File: config.mk
export PLATFORM = sky130hd
export DESIGN_NAME = system_reset_controller
export DESIGN_NICKNAME = d
export VERILOG_FILES = /design/src/common/reset_ctrl_pkg.sv /design/src/rtl/system_reset_controller.sv
export SDC_FILE = /design/constraint.sdc
export NUM_CORES = 1
export LEC_CHECK = 0
export ABC_AREA = 1
export BUFFER_PORTS_ARGS = -buffer_cell sky130_fd_sc_hd__buf_2
export CORE_MARGIN = 2
export CORE_UTILIZATION = 34
export CTS_CLUSTER_DIAMETER = 120
export DETAILED_ROUTE_END_ITERATION = 8
export PLACE_DENSITY_LB_ADDON = 0.05
export SYNTH_ARGS = -nofsm -noshare
export SYNTH_HDL_FRONTEND = slang
export SYNTH_SLANG_ARGS = --single-unit
export TNS_END_PERCENT = 30
File: constraint.sdc
create_clock -name clk -period 1.8 [get_ports clk]
set_clock_uncertainty 0.2 [all_clocks]
set_input_delay 0.09 -clock clk [delete_from_list [all_inputs] [get_ports clk]]
set_output_delay 0.09 -clock clk [all_outputs]
set_load 0.05 [all_outputs]
File: src/common/reset_ctrl_pkg.sv
package reset_ctrl_pkg;

  // last reset cause encodings
  localparam logic [2:0] CAUSE_POWERUP  = 3'h0;
  localparam logic [2:0] CAUSE_WATCHDOG = 3'h2;
  localparam logic [2:0] CAUSE_SOFTWARE = 3'h3;
  localparam logic [2:0] CAUSE_USER     = 3'h4;
  localparam logic [2:0] CAUSE_BROWNOUT = 3'h5;
  localparam logic [2:0] CAUSE_RST      = 3'h0;

  // control word layout
  localparam logic [7:0] CTRL_KEY_VALUE  = 8'hA5;
  localparam int         CTRL_KEY_LSB    = 24;
  localparam int         CTRL_CPU_BIT    = 0;
  localparam int         CTRL_PERIPH_BIT = 2;
  localparam int         CTRL_PIN_BIT    = 3;

  // timing counts in slow clock cycles
  localparam int STARTUP_CYCLES      = 64;
  localparam int CPU_STARTUP_CYCLES  = 3;
  localparam int SW_RESET_CYCLES     = 3;
  localparam int WDOG_RESET_CYCLES   = 3;
  localparam int BROWNOUT_EXIT_CYCLES = 3;
  localparam int PULSE_CNT_W         = 17;
  localparam int PHASE_CNT_W         = 16;

  typedef enum logic [2:0]
  {
    ST_STARTUP = 3'h0,
    ST_RUN     = 3'h1,
    ST_USER    = 3'h3,
    ST_SOFT    = 3'h2,
    ST_WDOG    = 3'h6,
    ST_BROWN   = 3'h7
  } state_type;

  typedef struct packed
  {
    logic       brownout_irq_enable;
    logic [3:0] ext_reset_length_field;
    logic       user_reset_irq_enable;
    logic       user_reset_enable;
  } mode_type;

  typedef struct packed
  {
    logic       sw_reset_busy;
    logic       pin_level_flag;
    logic [2:0] last_reset_cause;
    logic       brownout_seen_flag;
    logic       user_reset_seen_flag;
  } status_type;

endpackage

File: src/rtl/system_reset_controller.sv
`timescale 1ns/1ps
`default_nettype none

module system_reset_controller
  #(
    parameter int STARTUP_LEN = reset_ctrl_pkg::STARTUP_CYCLES
  )
  (
    // clock and reset
    input  wire logic                      clk,
    input  wire logic                      sys_rst,
    // supply monitors
    input  wire logic                      core_supply_low,
    input  wire logic                      brownout_request,
    input  wire logic                      brownout_reset_allow,
    // watchdog
    input  wire logic                      wdt_fault,
    input  wire logic                      wdt_cpu_only,
    // software access
    input  wire logic                      ctrl_write,
    input  wire logic [31:0]               ctrl_data,
    input  wire logic                      status_read,
    input  wire reset_ctrl_pkg::mode_type  mode,
    output var  reset_ctrl_pkg::status_type status,
    output logic                           irq,
    // reset outputs
    output logic                           cpu_nreset,
    output logic                           periph_nreset,
    output logic                           cpu_clk_en,
    // system reset pin
    input  wire logic                      nrst_in,
    output logic                           nrst_out,
    output logic                           nrst_oe_n
  );
  import reset_ctrl_pkg::*;

  logic                   pin_meta_r;
  logic                   pin_sync_r;
  logic                   pin_prev_r;
  logic                   bod_meta_r;
  logic                   bod_sync_r;
  logic                   bod_prev_r;
  logic                   por_meta_r;
  logic                   por_sync_r;
  logic                   user_seen_r;
  logic                   bod_seen_r;
  logic [2:0]             cause_r;
  logic                   busy_r;
  logic                   irq_r;
  logic [PULSE_CNT_W-1:0] pulse_cnt_r;
  logic [PULSE_CNT_W-1:0] pulse_cnt_nxt;
  logic                   own_pulse_r;
  state_type              state_r;
  state_type              state_nxt;
  logic [PHASE_CNT_W-1:0] cnt_r;
  logic [PHASE_CNT_W-1:0] cnt_nxt;
  logic                   sw_cpu_r;
  logic                   sw_cpu_nxt;
  logic                   sw_periph_r;
  logic                   sw_periph_nxt;
  logic                   wd_cpu_only_r;
  logic                   wd_cpu_only_nxt;
  logic                   cpu_nreset_r;
  logic                   periph_nreset_r;
  logic                   cpu_clk_en_r;
  logic                   nrst_oe_n_r;
  logic                   accept;
  logic                   user_req;
  logic                   pulse_start;
  logic                   cause_load;
  logic [2:0]             cause_val;
  logic                   busy_clr;

  function automatic logic cnt_done(input logic [PHASE_CNT_W-1:0] c, input int len);
    cnt_done = (c == PHASE_CNT_W'(len - 1));
  endfunction

  // input synchronisers
  always_ff @(posedge clk)
  begin
    if (sys_rst)
    begin
      pin_meta_r <= 1'b1;
      pin_sync_r <= 1'b1;
      pin_prev_r <= 1'b1;
      bod_meta_r <= 1'b0;
      bod_sync_r <= 1'b0;
      bod_prev_r <= 1'b0;
      por_meta_r <= 1'b1;
      por_sync_r <= 1'b1;
    end
    else
    begin
      pin_meta_r <= nrst_in;
      pin_sync_r <= pin_meta_r;
      pin_prev_r <= pin_sync_r;
      bod_meta_r <= brownout_request;
      bod_sync_r <= bod_meta_r;
      bod_prev_r <= bod_sync_r;
      por_meta_r <= core_supply_low;
      por_sync_r <= por_meta_r;
    end
  end

  always_comb
  begin
    accept = ctrl_write && !busy_r && (state_r == ST_RUN)
          && (ctrl_data[CTRL_KEY_LSB +: 8] == CTRL_KEY_VALUE)
          && (ctrl_data[CTRL_CPU_BIT] || ctrl_data[CTRL_PERIPH_BIT]
              || ctrl_data[CTRL_PIN_BIT]);
    user_req = mode.user_reset_enable && !pin_sync_r && !own_pulse_r;
  end

  // reset state manager
  always_comb
  begin
    state_nxt       = state_r;
    cnt_nxt         = cnt_r;
    pulse_start     = 1'b0;
    cause_load      = 1'b0;
    cause_val       = cause_r;
    busy_clr        = 1'b0;
    sw_cpu_nxt      = accept ? ctrl_data[CTRL_CPU_BIT] : sw_cpu_r;
    sw_periph_nxt   = accept ? ctrl_data[CTRL_PERIPH_BIT] : sw_periph_r;
    wd_cpu_only_nxt = wd_cpu_only_r;
    if (por_sync_r)
    begin
      state_nxt = ST_STARTUP;
      cnt_nxt   = '0;
      busy_clr  = 1'b1;
    end
    else if (state_r == ST_STARTUP)
    begin
      cnt_nxt = cnt_r + 1'b1;
      if (cnt_done(cnt_r, STARTUP_LEN))
      begin
        state_nxt  = ST_RUN;
        cause_load = 1'b1;
        cause_val  = CAUSE_POWERUP;
      end
    end
    else if (bod_sync_r && brownout_reset_allow && state_r != ST_BROWN)
    begin
      state_nxt   = ST_BROWN;
      cnt_nxt     = '0;
      pulse_start = 1'b1;
      busy_clr    = 1'b1;
    end
    else if (wdt_fault && (state_r == ST_RUN || state_r == ST_SOFT))
    begin
      state_nxt       = ST_WDOG;
      cnt_nxt         = '0;
      wd_cpu_only_nxt = wdt_cpu_only;
      pulse_start     = !wdt_cpu_only;
      busy_clr        = 1'b1;
    end
    else
    begin
      case (state_r)
        ST_RUN:
        begin
          if (accept)
          begin
            state_nxt   = ST_SOFT;
            cnt_nxt     = '0;
            pulse_start = ctrl_data[CTRL_PIN_BIT];
          end
          else if (user_req)
          begin
            state_nxt = ST_USER;
            cnt_nxt   = '0;
          end
        end
        ST_USER:
        begin
          cnt_nxt = pin_sync_r ? cnt_r + 1'b1 : '0;
          if (pin_sync_r && cnt_done(cnt_r, CPU_STARTUP_CYCLES))
          begin
            state_nxt  = ST_RUN;
            cause_load = 1'b1;
            cause_val  = CAUSE_USER;
          end
        end
        ST_SOFT:
        begin
          cnt_nxt = cnt_r + 1'b1;
          if (cnt_done(cnt_r, SW_RESET_CYCLES))
          begin
            state_nxt  = ST_RUN;
            busy_clr   = 1'b1;
            cause_load = sw_cpu_r;
            cause_val  = CAUSE_SOFTWARE;
          end
        end
        ST_WDOG:
        begin
          cnt_nxt = cnt_r + 1'b1;
          if (cnt_done(cnt_r, WDOG_RESET_CYCLES))
          begin
            state_nxt  = ST_RUN;
            cause_load = 1'b1;
            cause_val  = CAUSE_WATCHDOG;
          end
        end
        ST_BROWN:
        begin
          cnt_nxt = bod_sync_r ? '0 : cnt_r + 1'b1;
          if (!bod_sync_r && cnt_done(cnt_r, BROWNOUT_EXIT_CYCLES))
          begin
            state_nxt  = ST_RUN;
            cause_load = 1'b1;
            cause_val  = CAUSE_BROWNOUT;
          end
        end
        default:
        begin
          state_nxt = ST_STARTUP;
          cnt_nxt   = '0;
        end
      endcase
    end
  end

  always_comb
  begin
    if (pulse_start)
      pulse_cnt_nxt = PULSE_CNT_W'(1) << (5'(mode.ext_reset_length_field) + 5'h01);
    else if (pulse_cnt_r != '0)
      pulse_cnt_nxt = pulse_cnt_r - 1'b1;
    else
      pulse_cnt_nxt = '0;
  end

  always_ff @(posedge clk)
  begin
    if (sys_rst)
    begin
      state_r       <= ST_STARTUP;
      cnt_r         <= '0;
      sw_cpu_r      <= 1'b0;
      sw_periph_r   <= 1'b0;
      wd_cpu_only_r <= 1'b0;
      pulse_cnt_r   <= '0;
    end
    else
    begin
      state_r       <= state_nxt;
      cnt_r         <= cnt_nxt;
      sw_cpu_r      <= sw_cpu_nxt;
      sw_periph_r   <= sw_periph_nxt;
      wd_cpu_only_r <= wd_cpu_only_nxt;
      pulse_cnt_r   <= pulse_cnt_nxt;
    end
  end

  // marks pin lows caused by our own drive until the pin is seen high again
  always_ff @(posedge clk)
  begin
    if (sys_rst)
      own_pulse_r <= 1'b1;
    else if (pulse_start || state_nxt == ST_STARTUP)
      own_pulse_r <= 1'b1;
    else if (pulse_cnt_r == '0 && pin_sync_r)
      own_pulse_r <= 1'b0;
  end

  // reset outputs, registered from the next state
  always_ff @(posedge clk)
  begin
    if (sys_rst)
    begin
      cpu_nreset_r    <= 1'b0;
      periph_nreset_r <= 1'b0;
      cpu_clk_en_r    <= 1'b0;
      nrst_oe_n_r     <= 1'b0;
    end
    else
    begin
      cpu_nreset_r    <= !(state_nxt == ST_STARTUP || state_nxt == ST_USER
                        || state_nxt == ST_BROWN || state_nxt == ST_WDOG
                        || (state_nxt == ST_SOFT && sw_cpu_nxt));
      periph_nreset_r <= !(state_nxt == ST_STARTUP || state_nxt == ST_USER
                        || state_nxt == ST_BROWN
                        || (state_nxt == ST_WDOG && !wd_cpu_only_nxt)
                        || (state_nxt == ST_SOFT && sw_periph_nxt));
      cpu_clk_en_r    <= !(state_nxt == ST_STARTUP
                        || (state_nxt == ST_USER && !pin_sync_r));
      nrst_oe_n_r     <= !(state_nxt == ST_STARTUP || pulse_cnt_nxt != '0);
    end
  end

  // status flags; a new event wins over a read clear
  always_ff @(posedge clk)
  begin
    if (sys_rst)
    begin
      user_seen_r <= 1'b0;
      bod_seen_r  <= 1'b0;
      cause_r     <= CAUSE_RST;
      busy_r      <= 1'b0;
      irq_r       <= 1'b0;
    end
    else
    begin
      user_seen_r <= (pin_prev_r && !pin_sync_r) || (user_seen_r && !status_read);
      bod_seen_r  <= (!brownout_reset_allow && bod_sync_r && !bod_prev_r)
                  || (bod_seen_r && !status_read);
      if (cause_load)
        cause_r <= cause_val;
      if (accept)
        busy_r <= 1'b1;
      else if (busy_clr)
        busy_r <= 1'b0;
      irq_r <= (user_seen_r && !status_read && mode.user_reset_irq_enable
                && !mode.user_reset_enable)
            || (bod_seen_r && !status_read && mode.brownout_irq_enable);
    end
  end

  assign status = '{sw_reset_busy:        busy_r,
                    pin_level_flag:       pin_sync_r,
                    last_reset_cause:     cause_r,
                    brownout_seen_flag:   bod_seen_r,
                    user_reset_seen_flag: user_seen_r};
  assign irq           = irq_r;
  assign cpu_nreset    = cpu_nreset_r;
  assign periph_nreset = periph_nreset_r;
  assign cpu_clk_en    = cpu_clk_en_r;
  assign nrst_out      = 1'b0;
  assign nrst_oe_n     = nrst_oe_n_r;

endmodule

`default_nettype wire

# Word-level counts from Yosys, hierarchy flattened
# Index checks and enable logic that the tools add are counted.
classes:
  n_eq_ne: 21
  addsub: 3
  n_reduce_logical: 64
  n_mux: 59
  bitwise_logic: 1
  n_shift: 1
op_table:
  columns: ["cell", "n"]
  rows:
  - ["$mux W16", 7]
  - ["$pmux W16 S4", 1]
  - ["$mux W3", 18]
  - ["$mux W17", 2]
  - ["$reduce_bool A17 Y1", 2]
  - ["$mux W1", 28]
  - ["$logic_and A1 B1 Y1", 24]
  - ["$pmux W3 S4", 2]
  - ["$logic_not A17 Y1", 1]
  - ["$shl A1 B5 Y17 const A", 1]
  - ["$sub A17 B1 Y17 const B", 1]
  - ["$add A16 B1 Y16 const B", 1]
  - ["$eq A16 B2 Y1 const B", 1]
  - ["$eq A16 B6 Y1 const B", 1]
  - ["$logic_or A1 B1 Y1", 15]
  - ["$logic_not A1 Y1", 14]
  - ["$eq A3 B2 Y1 const B", 4]
  - ["$eq A3 B3 Y1 const B", 4]
  - ["$ne A3 B3 Y1 const B", 4]
  - ["$reduce_and A10 Y1", 1]
  - ["$eq A8 B8 Y1 const B", 1]
  - ["$logic_not A3 Y1", 2]
  - ["$ne A6 B3 Y1 const B", 1]
  - ["$reduce_or A2 Y1", 3]
  - ["other kinds (9)", 10]
word_totals:
  reg_bits: 59
  out_inout_bits: 13

# Longest topological paths before layout
logic_depth:
  ltp_word: 17
  ltp_mapped: 15
  mapped_depth_nobuf: 15

# Worst setup path before layout
# No wires, ideal clock.
synth_timing:
  kind: "register to register"
  from: "register pulse_cnt_r[0]"
  to: "register nrst_oe_n_r (netlist: nrst_oe_n)"
  setup_time_ns: 0.064
  t_arrival_ns: 1.654
  stages_incl_launch_ff: 15
  path_slack_ns: -0.118
  synth_period_minus_slack_ns: 1.918
  path_cell_list: "dfxtp_1 > inv_1 > ha_1 > nand2_1 > inv_2 > nand3_1 > nor2_1 > nor2_1 > nand2_1 > nand2_1 > nor2_1 > nand2_1 > nor2_1 > nand2_1 > nor2_1"
synth_via:
  elab_chain_len: 6
  elab_cells_between_ends: 7
  classes_between: "add/sub (1); mux (2); reduce/logical (4)"
synth_lines:
  columns: ["element", "line_no", "rtl"]
  rows:
  - ["start: declaration", "system_reset_controller.sv:50", "logic [PULSE_CNT_W-1:0] pulse_cnt_r;"]
  - ["start signal: assignment", "system_reset_controller.sv:252", "pulse_cnt_r <= pulse_cnt_nxt;"]
  - ["$sub A17 B1 Y17 / $reduce_bool A17 Y1 (equally long branches)", "system_reset_controller.sv:229, system_reset_controller.sv:228", null]
  - ["$mux W17 *", "system_reset_controller.sv:228", "else if (pulse_cnt_r != '0)"]
  - ["$mux W17 *", "system_reset_controller.sv:226", "if (pulse_start)"]
  - ["$reduce_bool A17 Y1 *", "system_reset_controller.sv:288", "nrst_oe_n_r <= !(state_nxt == ST_STARTUP || pulse_cnt_nxt != '0);"]
  - ["$logic_or A1 B1 Y1 *", "system_reset_controller.sv:288", null]
  - ["$logic_not A1 Y1 *", "system_reset_controller.sv:288", null]
  - ["end signal: assignment", "system_reset_controller.sv:288", null]
  - ["end: declaration", "system_reset_controller.sv:66", "logic nrst_oe_n_r;"]
# Mark *: on every way between the ends. The rest lies on a longest branch, timed or not.
# A chain may end at the register's enable or synchronous reset.

# Final worst setup path
layout_timing:
  from: "register state_r[2]"
  to: "register cnt_r[9]"
layout_via:
  elab_chain_len: 9
  elab_cells_between_ends: 20
  classes_between: "eq/ne (7); mux (5); reduce/logical (8)"
layout_lines:
  columns: ["element", "line_no", "rtl"]
  rows:
  - ["start: declaration", "system_reset_controller.sv:53", "state_type state_r;"]
  - ["start signal: assignment", "system_reset_controller.sv:247", "state_r <= state_nxt;"]
  - ["$eq A3 B1 Y1", "system_reset_controller.sv:107, system_reset_controller.sv:149, system_reset_controller.sv:159", null]
  - ["$logic_and A1 B1 Y1", "system_reset_controller.sv:107", "accept = ctrl_write && !busy_r && (state_r == ST_RUN)"]
  - ["$logic_and A1 B1 Y1", "system_reset_controller.sv:108", "&& (ctrl_data[CTRL_KEY_LSB +: 8] == CTRL_KEY_VALUE)"]
  - ["$logic_and A1 B1 Y1", "system_reset_controller.sv:109", "&& (ctrl_data[CTRL_CPU_BIT] || ctrl_data[CTRL_PERIPH_BIT]"]
  - ["$mux W16", "system_reset_controller.sv:162", "if (accept)"]
  - ["$pmux W16 S4", "system_reset_controller.sv:159", "case (state_r)"]
  - ["$mux W16", "system_reset_controller.sv:149", "else if (wdt_fault && (state_r == ST_RUN || state_r == ST_SOFT))"]
  - ["$mux W16", "system_reset_controller.sv:142", "else if (bod_sync_r && brownout_reset_allow && state_r != ST_BROWN)"]
  - ["$mux W16", "system_reset_controller.sv:132", "else if (state_r == ST_STARTUP)"]
  - ["end signal: assignment", "system_reset_controller.sv:248", "cnt_r <= cnt_nxt;"]
  - ["end: declaration", "system_reset_controller.sv:55", "logic [PHASE_CNT_W-1:0] cnt_r;"]
# Parallel ways exist; a longest one is shown, timed or not.

==> reports/results.ini <==
[clock_network]
root_buffer = clkbuf_8
cts_tree = built
clock_tree.htree_level_count = 3
clock-sinks = 59
clk_pin_slew_worst_paths_ns = 0.07
clk-insertion-delay-late_ns = 0.34
clk_path_buf_depth = 2
numCtsBuffers = 9

[job]
max_cap_viol_count = 0

[sta]
slew_headroom_pct = 61.8
fin_ws_ns = -0.203
fin_setup_tns_ns = -3.04
setup_viol = 32
rsz0062_at_grt = true
post-route-min-period_ns = 2.00
finalHoldWorstSlack_ns = 0.0118
drv_slew = 0
max_freq_mhz = 499
tightest_slew_ns = 0.568
finalHoldViolCount = 0
min_period_over_period_pct = 111

[global_route]
grt_pass1_vias = 3794
overflow = 0
grt_usage_pct = 18.9
antenna_found_initial = 0
grt_pass1_wl_mm = 16.9
grt_start_max_net_pins = 25

[setup_path]
crit_type = flop to flop
start_kind = flop
worstSetupStartpoint = state_r[2]
cp_common_cell = buf_4
crit_path_end_kind = flop
path_depth = 11
crit_family = buffers and inverters
slowest_delay_ns = 0.38
endpoint = cnt_r[9]
arrival_ns = 2.03
timing.rr.end = cnt_r[9]
r2r.worst_path.cells = 11
crit_chain = inv_4 > nand3_4 > nand2_4 > a21boi_4 > buf_4 > nand4_4 > buf_6 > buf_4 > nand2_1 > xor2_1 > nor2_1
rrSetupSlack_ns = -0.20
cp_slowest_cell = dfxtp_4
worstPathRequired_ns = 1.82
reg2reg_from = state_r[2]
crit_buf_inv = 4
critPathMaxFanout = 5

[layout]
stdcell_area_mm2 = 0.00530
antenna_cells = 0
fillCellCount = 984
final_net_count = 783
utilization_pct = 53.7
drive_gt1_share_pct = 35.9
syn_to_final_growth_pct = 52.6
finalNonFillerCells = 869

[floorplanning]
fp.dieW_um = 105
rows = 36
die_h_um = 105
core_mm2 = 0.00986
io_pins = 62
start_util_pct = 35.2
die_area_mm2 = 0.0110

[route]
wl_mm = 10.3
drt_iter0_drc = 176
avgViaCountPerCell = 4.55
antenna_left = 0
via_count = 3951
drt_pre_antenna_iters = 5
drc = 0
wl_per_cell_um = 11.9

[logic_synthesis]
synth_fp_nets = 615
synth-seq-cells = 59
yosysTopAreaCell = dfxtp_1
synthCells = 563
synth_area_leaders = dfxtp_1 (34%), nand2_1 (17%), nor2_1 (12%)
synth_common_cells = nand2_1 (154), nor2_1 (111), inv_1 (67)
synth-edff-count = 0
synth_top_flop_cell = dfxtp_1
yosysUniqueCellTypes = 38
yosysWarnings = 0
synth_top_area_share_pct = 34.0
async_reset_ff_share_pct = 0
syn-cell-area_mm2 = 0.00347
yosysMostFrequentCell = nand2_1
avgSynthCellArea_um2 = 6.17
seq_area_frac_synth_pct = 34.0

[placed_design]
postPlaceCellArea_mm2 = 0.00457
dp.final_hpwl_mm = 7.78
dp_slack_ns = -0.367
dpl.cell_count = 828
routabilityCongestion = 0.961
io_buffers = 39

[hold_path]
hold_path_class = input port to flop
hp-start = wdt_fault

[pwr]
power_density_mw_per_mm2 = 1060
p_total_mw = 5.63
leakage_nw = 2.59
vdd_drop_max_uv = 426

[status]
failed_checks = negative setup slack
outcome = complete, but fails checks

[worst reg2reg max path, cell delays in order, from the launching register on]
cell and delay [ns]:
dfxtp_4 0.38, inv_4 0.04, nand3_4 0.11, nand2_4 0.08
a21boi_4 0.25, buf_4 0.17, nand4_4 0.11, buf_6 0.16
buf_4 0.14, nand2_1 0.07, xor2_1 0.14, nor2_1 0.05
[routing by layer]
metal / share of wire, % / vias to the layer above / track usage, %
met3: 2.9 / 17 / 2.43
met2: 48 / 67 / 33.4
met5: 0 / - / 0
li1: - / 2098 / -
met1: 46 / 1769 / 23.2
met4: 2.2 / 0 / 7.43
[sequential cells by signal, indices dropped and copies added, names as in the netlist, 3 cells and up]
signal / cells
state_r: 3
cause_r: 3
pulse_cnt_r: 17
cnt_r: 16
[power breakdown]
group          total [mW]  leakage [nW]  internal [mW]  switching (mW)
logic                2.64          2.00           1.22            1.42
clock network        1.49         0.113          0.922           0.564
registers            1.50         0.483           1.42          0.0773
[layout by cell type, fill, tap and decap left out, drive strengths merged, types with 2 or more instances in the layout]
master	count
a211oi	2
a21oi	29
a22oi	2
a31oi	3
buf	156
bufinv	3
clkbuf	10
clkinv	2
clkinvlp	2
dfxtp	59
dlygate4sd3	14
ha	3
inv	76
nand2	159
nand3	41
nand3b	7
nand4	10
nor2	113
nor3	6
o21a	2
o21ai	15
or2	5
xnor2	4
xor2	6
[how the worst min path moves through the flow]
stage	cells past startpoint	to
4_1_cts	5	wd_cpu_only_r
2_1_floorplan	1	pin_meta_r
5_1_grt	5	wd_cpu_only_r
3_3_place_gp	2	por_meta_r
6_report	5	wd_cpu_only_r
3_5_place_dp	2	pin_meta_r
[kinds of logic (layout without fill, tap and decap cells)]
logic type | after synthesis | count (layout) | share of synthesized area [%]
fa+ha+maj | 3 | 3 | 1.08
flops | 59 | 59 | 34.0
simple gates | 345 | 345 | 42.6
xor+xnor | 10 | 10 | 2.52
compound gates | 55 | 55 | 8.93
other cells | 1 | 1 | 0.108
buf+inv | 90 | 263 | 10.8
[layout make-up]
type	instances	area, um^2	area share (%)
multi-input combinational	414	2160	40.7
timing repair buffer	170	1240	23.3
sequential	59	1190	22.5
inverter	77	304	5.74
tap	133	166	3.14
clock buffer	10	128	2.41
clock inverter	6	114	2.15
[timing repair]
| action | CTS | global route |
|---|---|---|
| endpoints found under the setup margin | 44 | 48 |
| buffers inserted | 9 | 2 |
| hold buffers | 14 | 0 |
| pin swaps | 19 | 10 |
| gates resized for setup | 48 | 39 |
| endpoints found under the hold margin | 16 | 0 |
No activity file was read; power rests on OpenSTA's default activity.
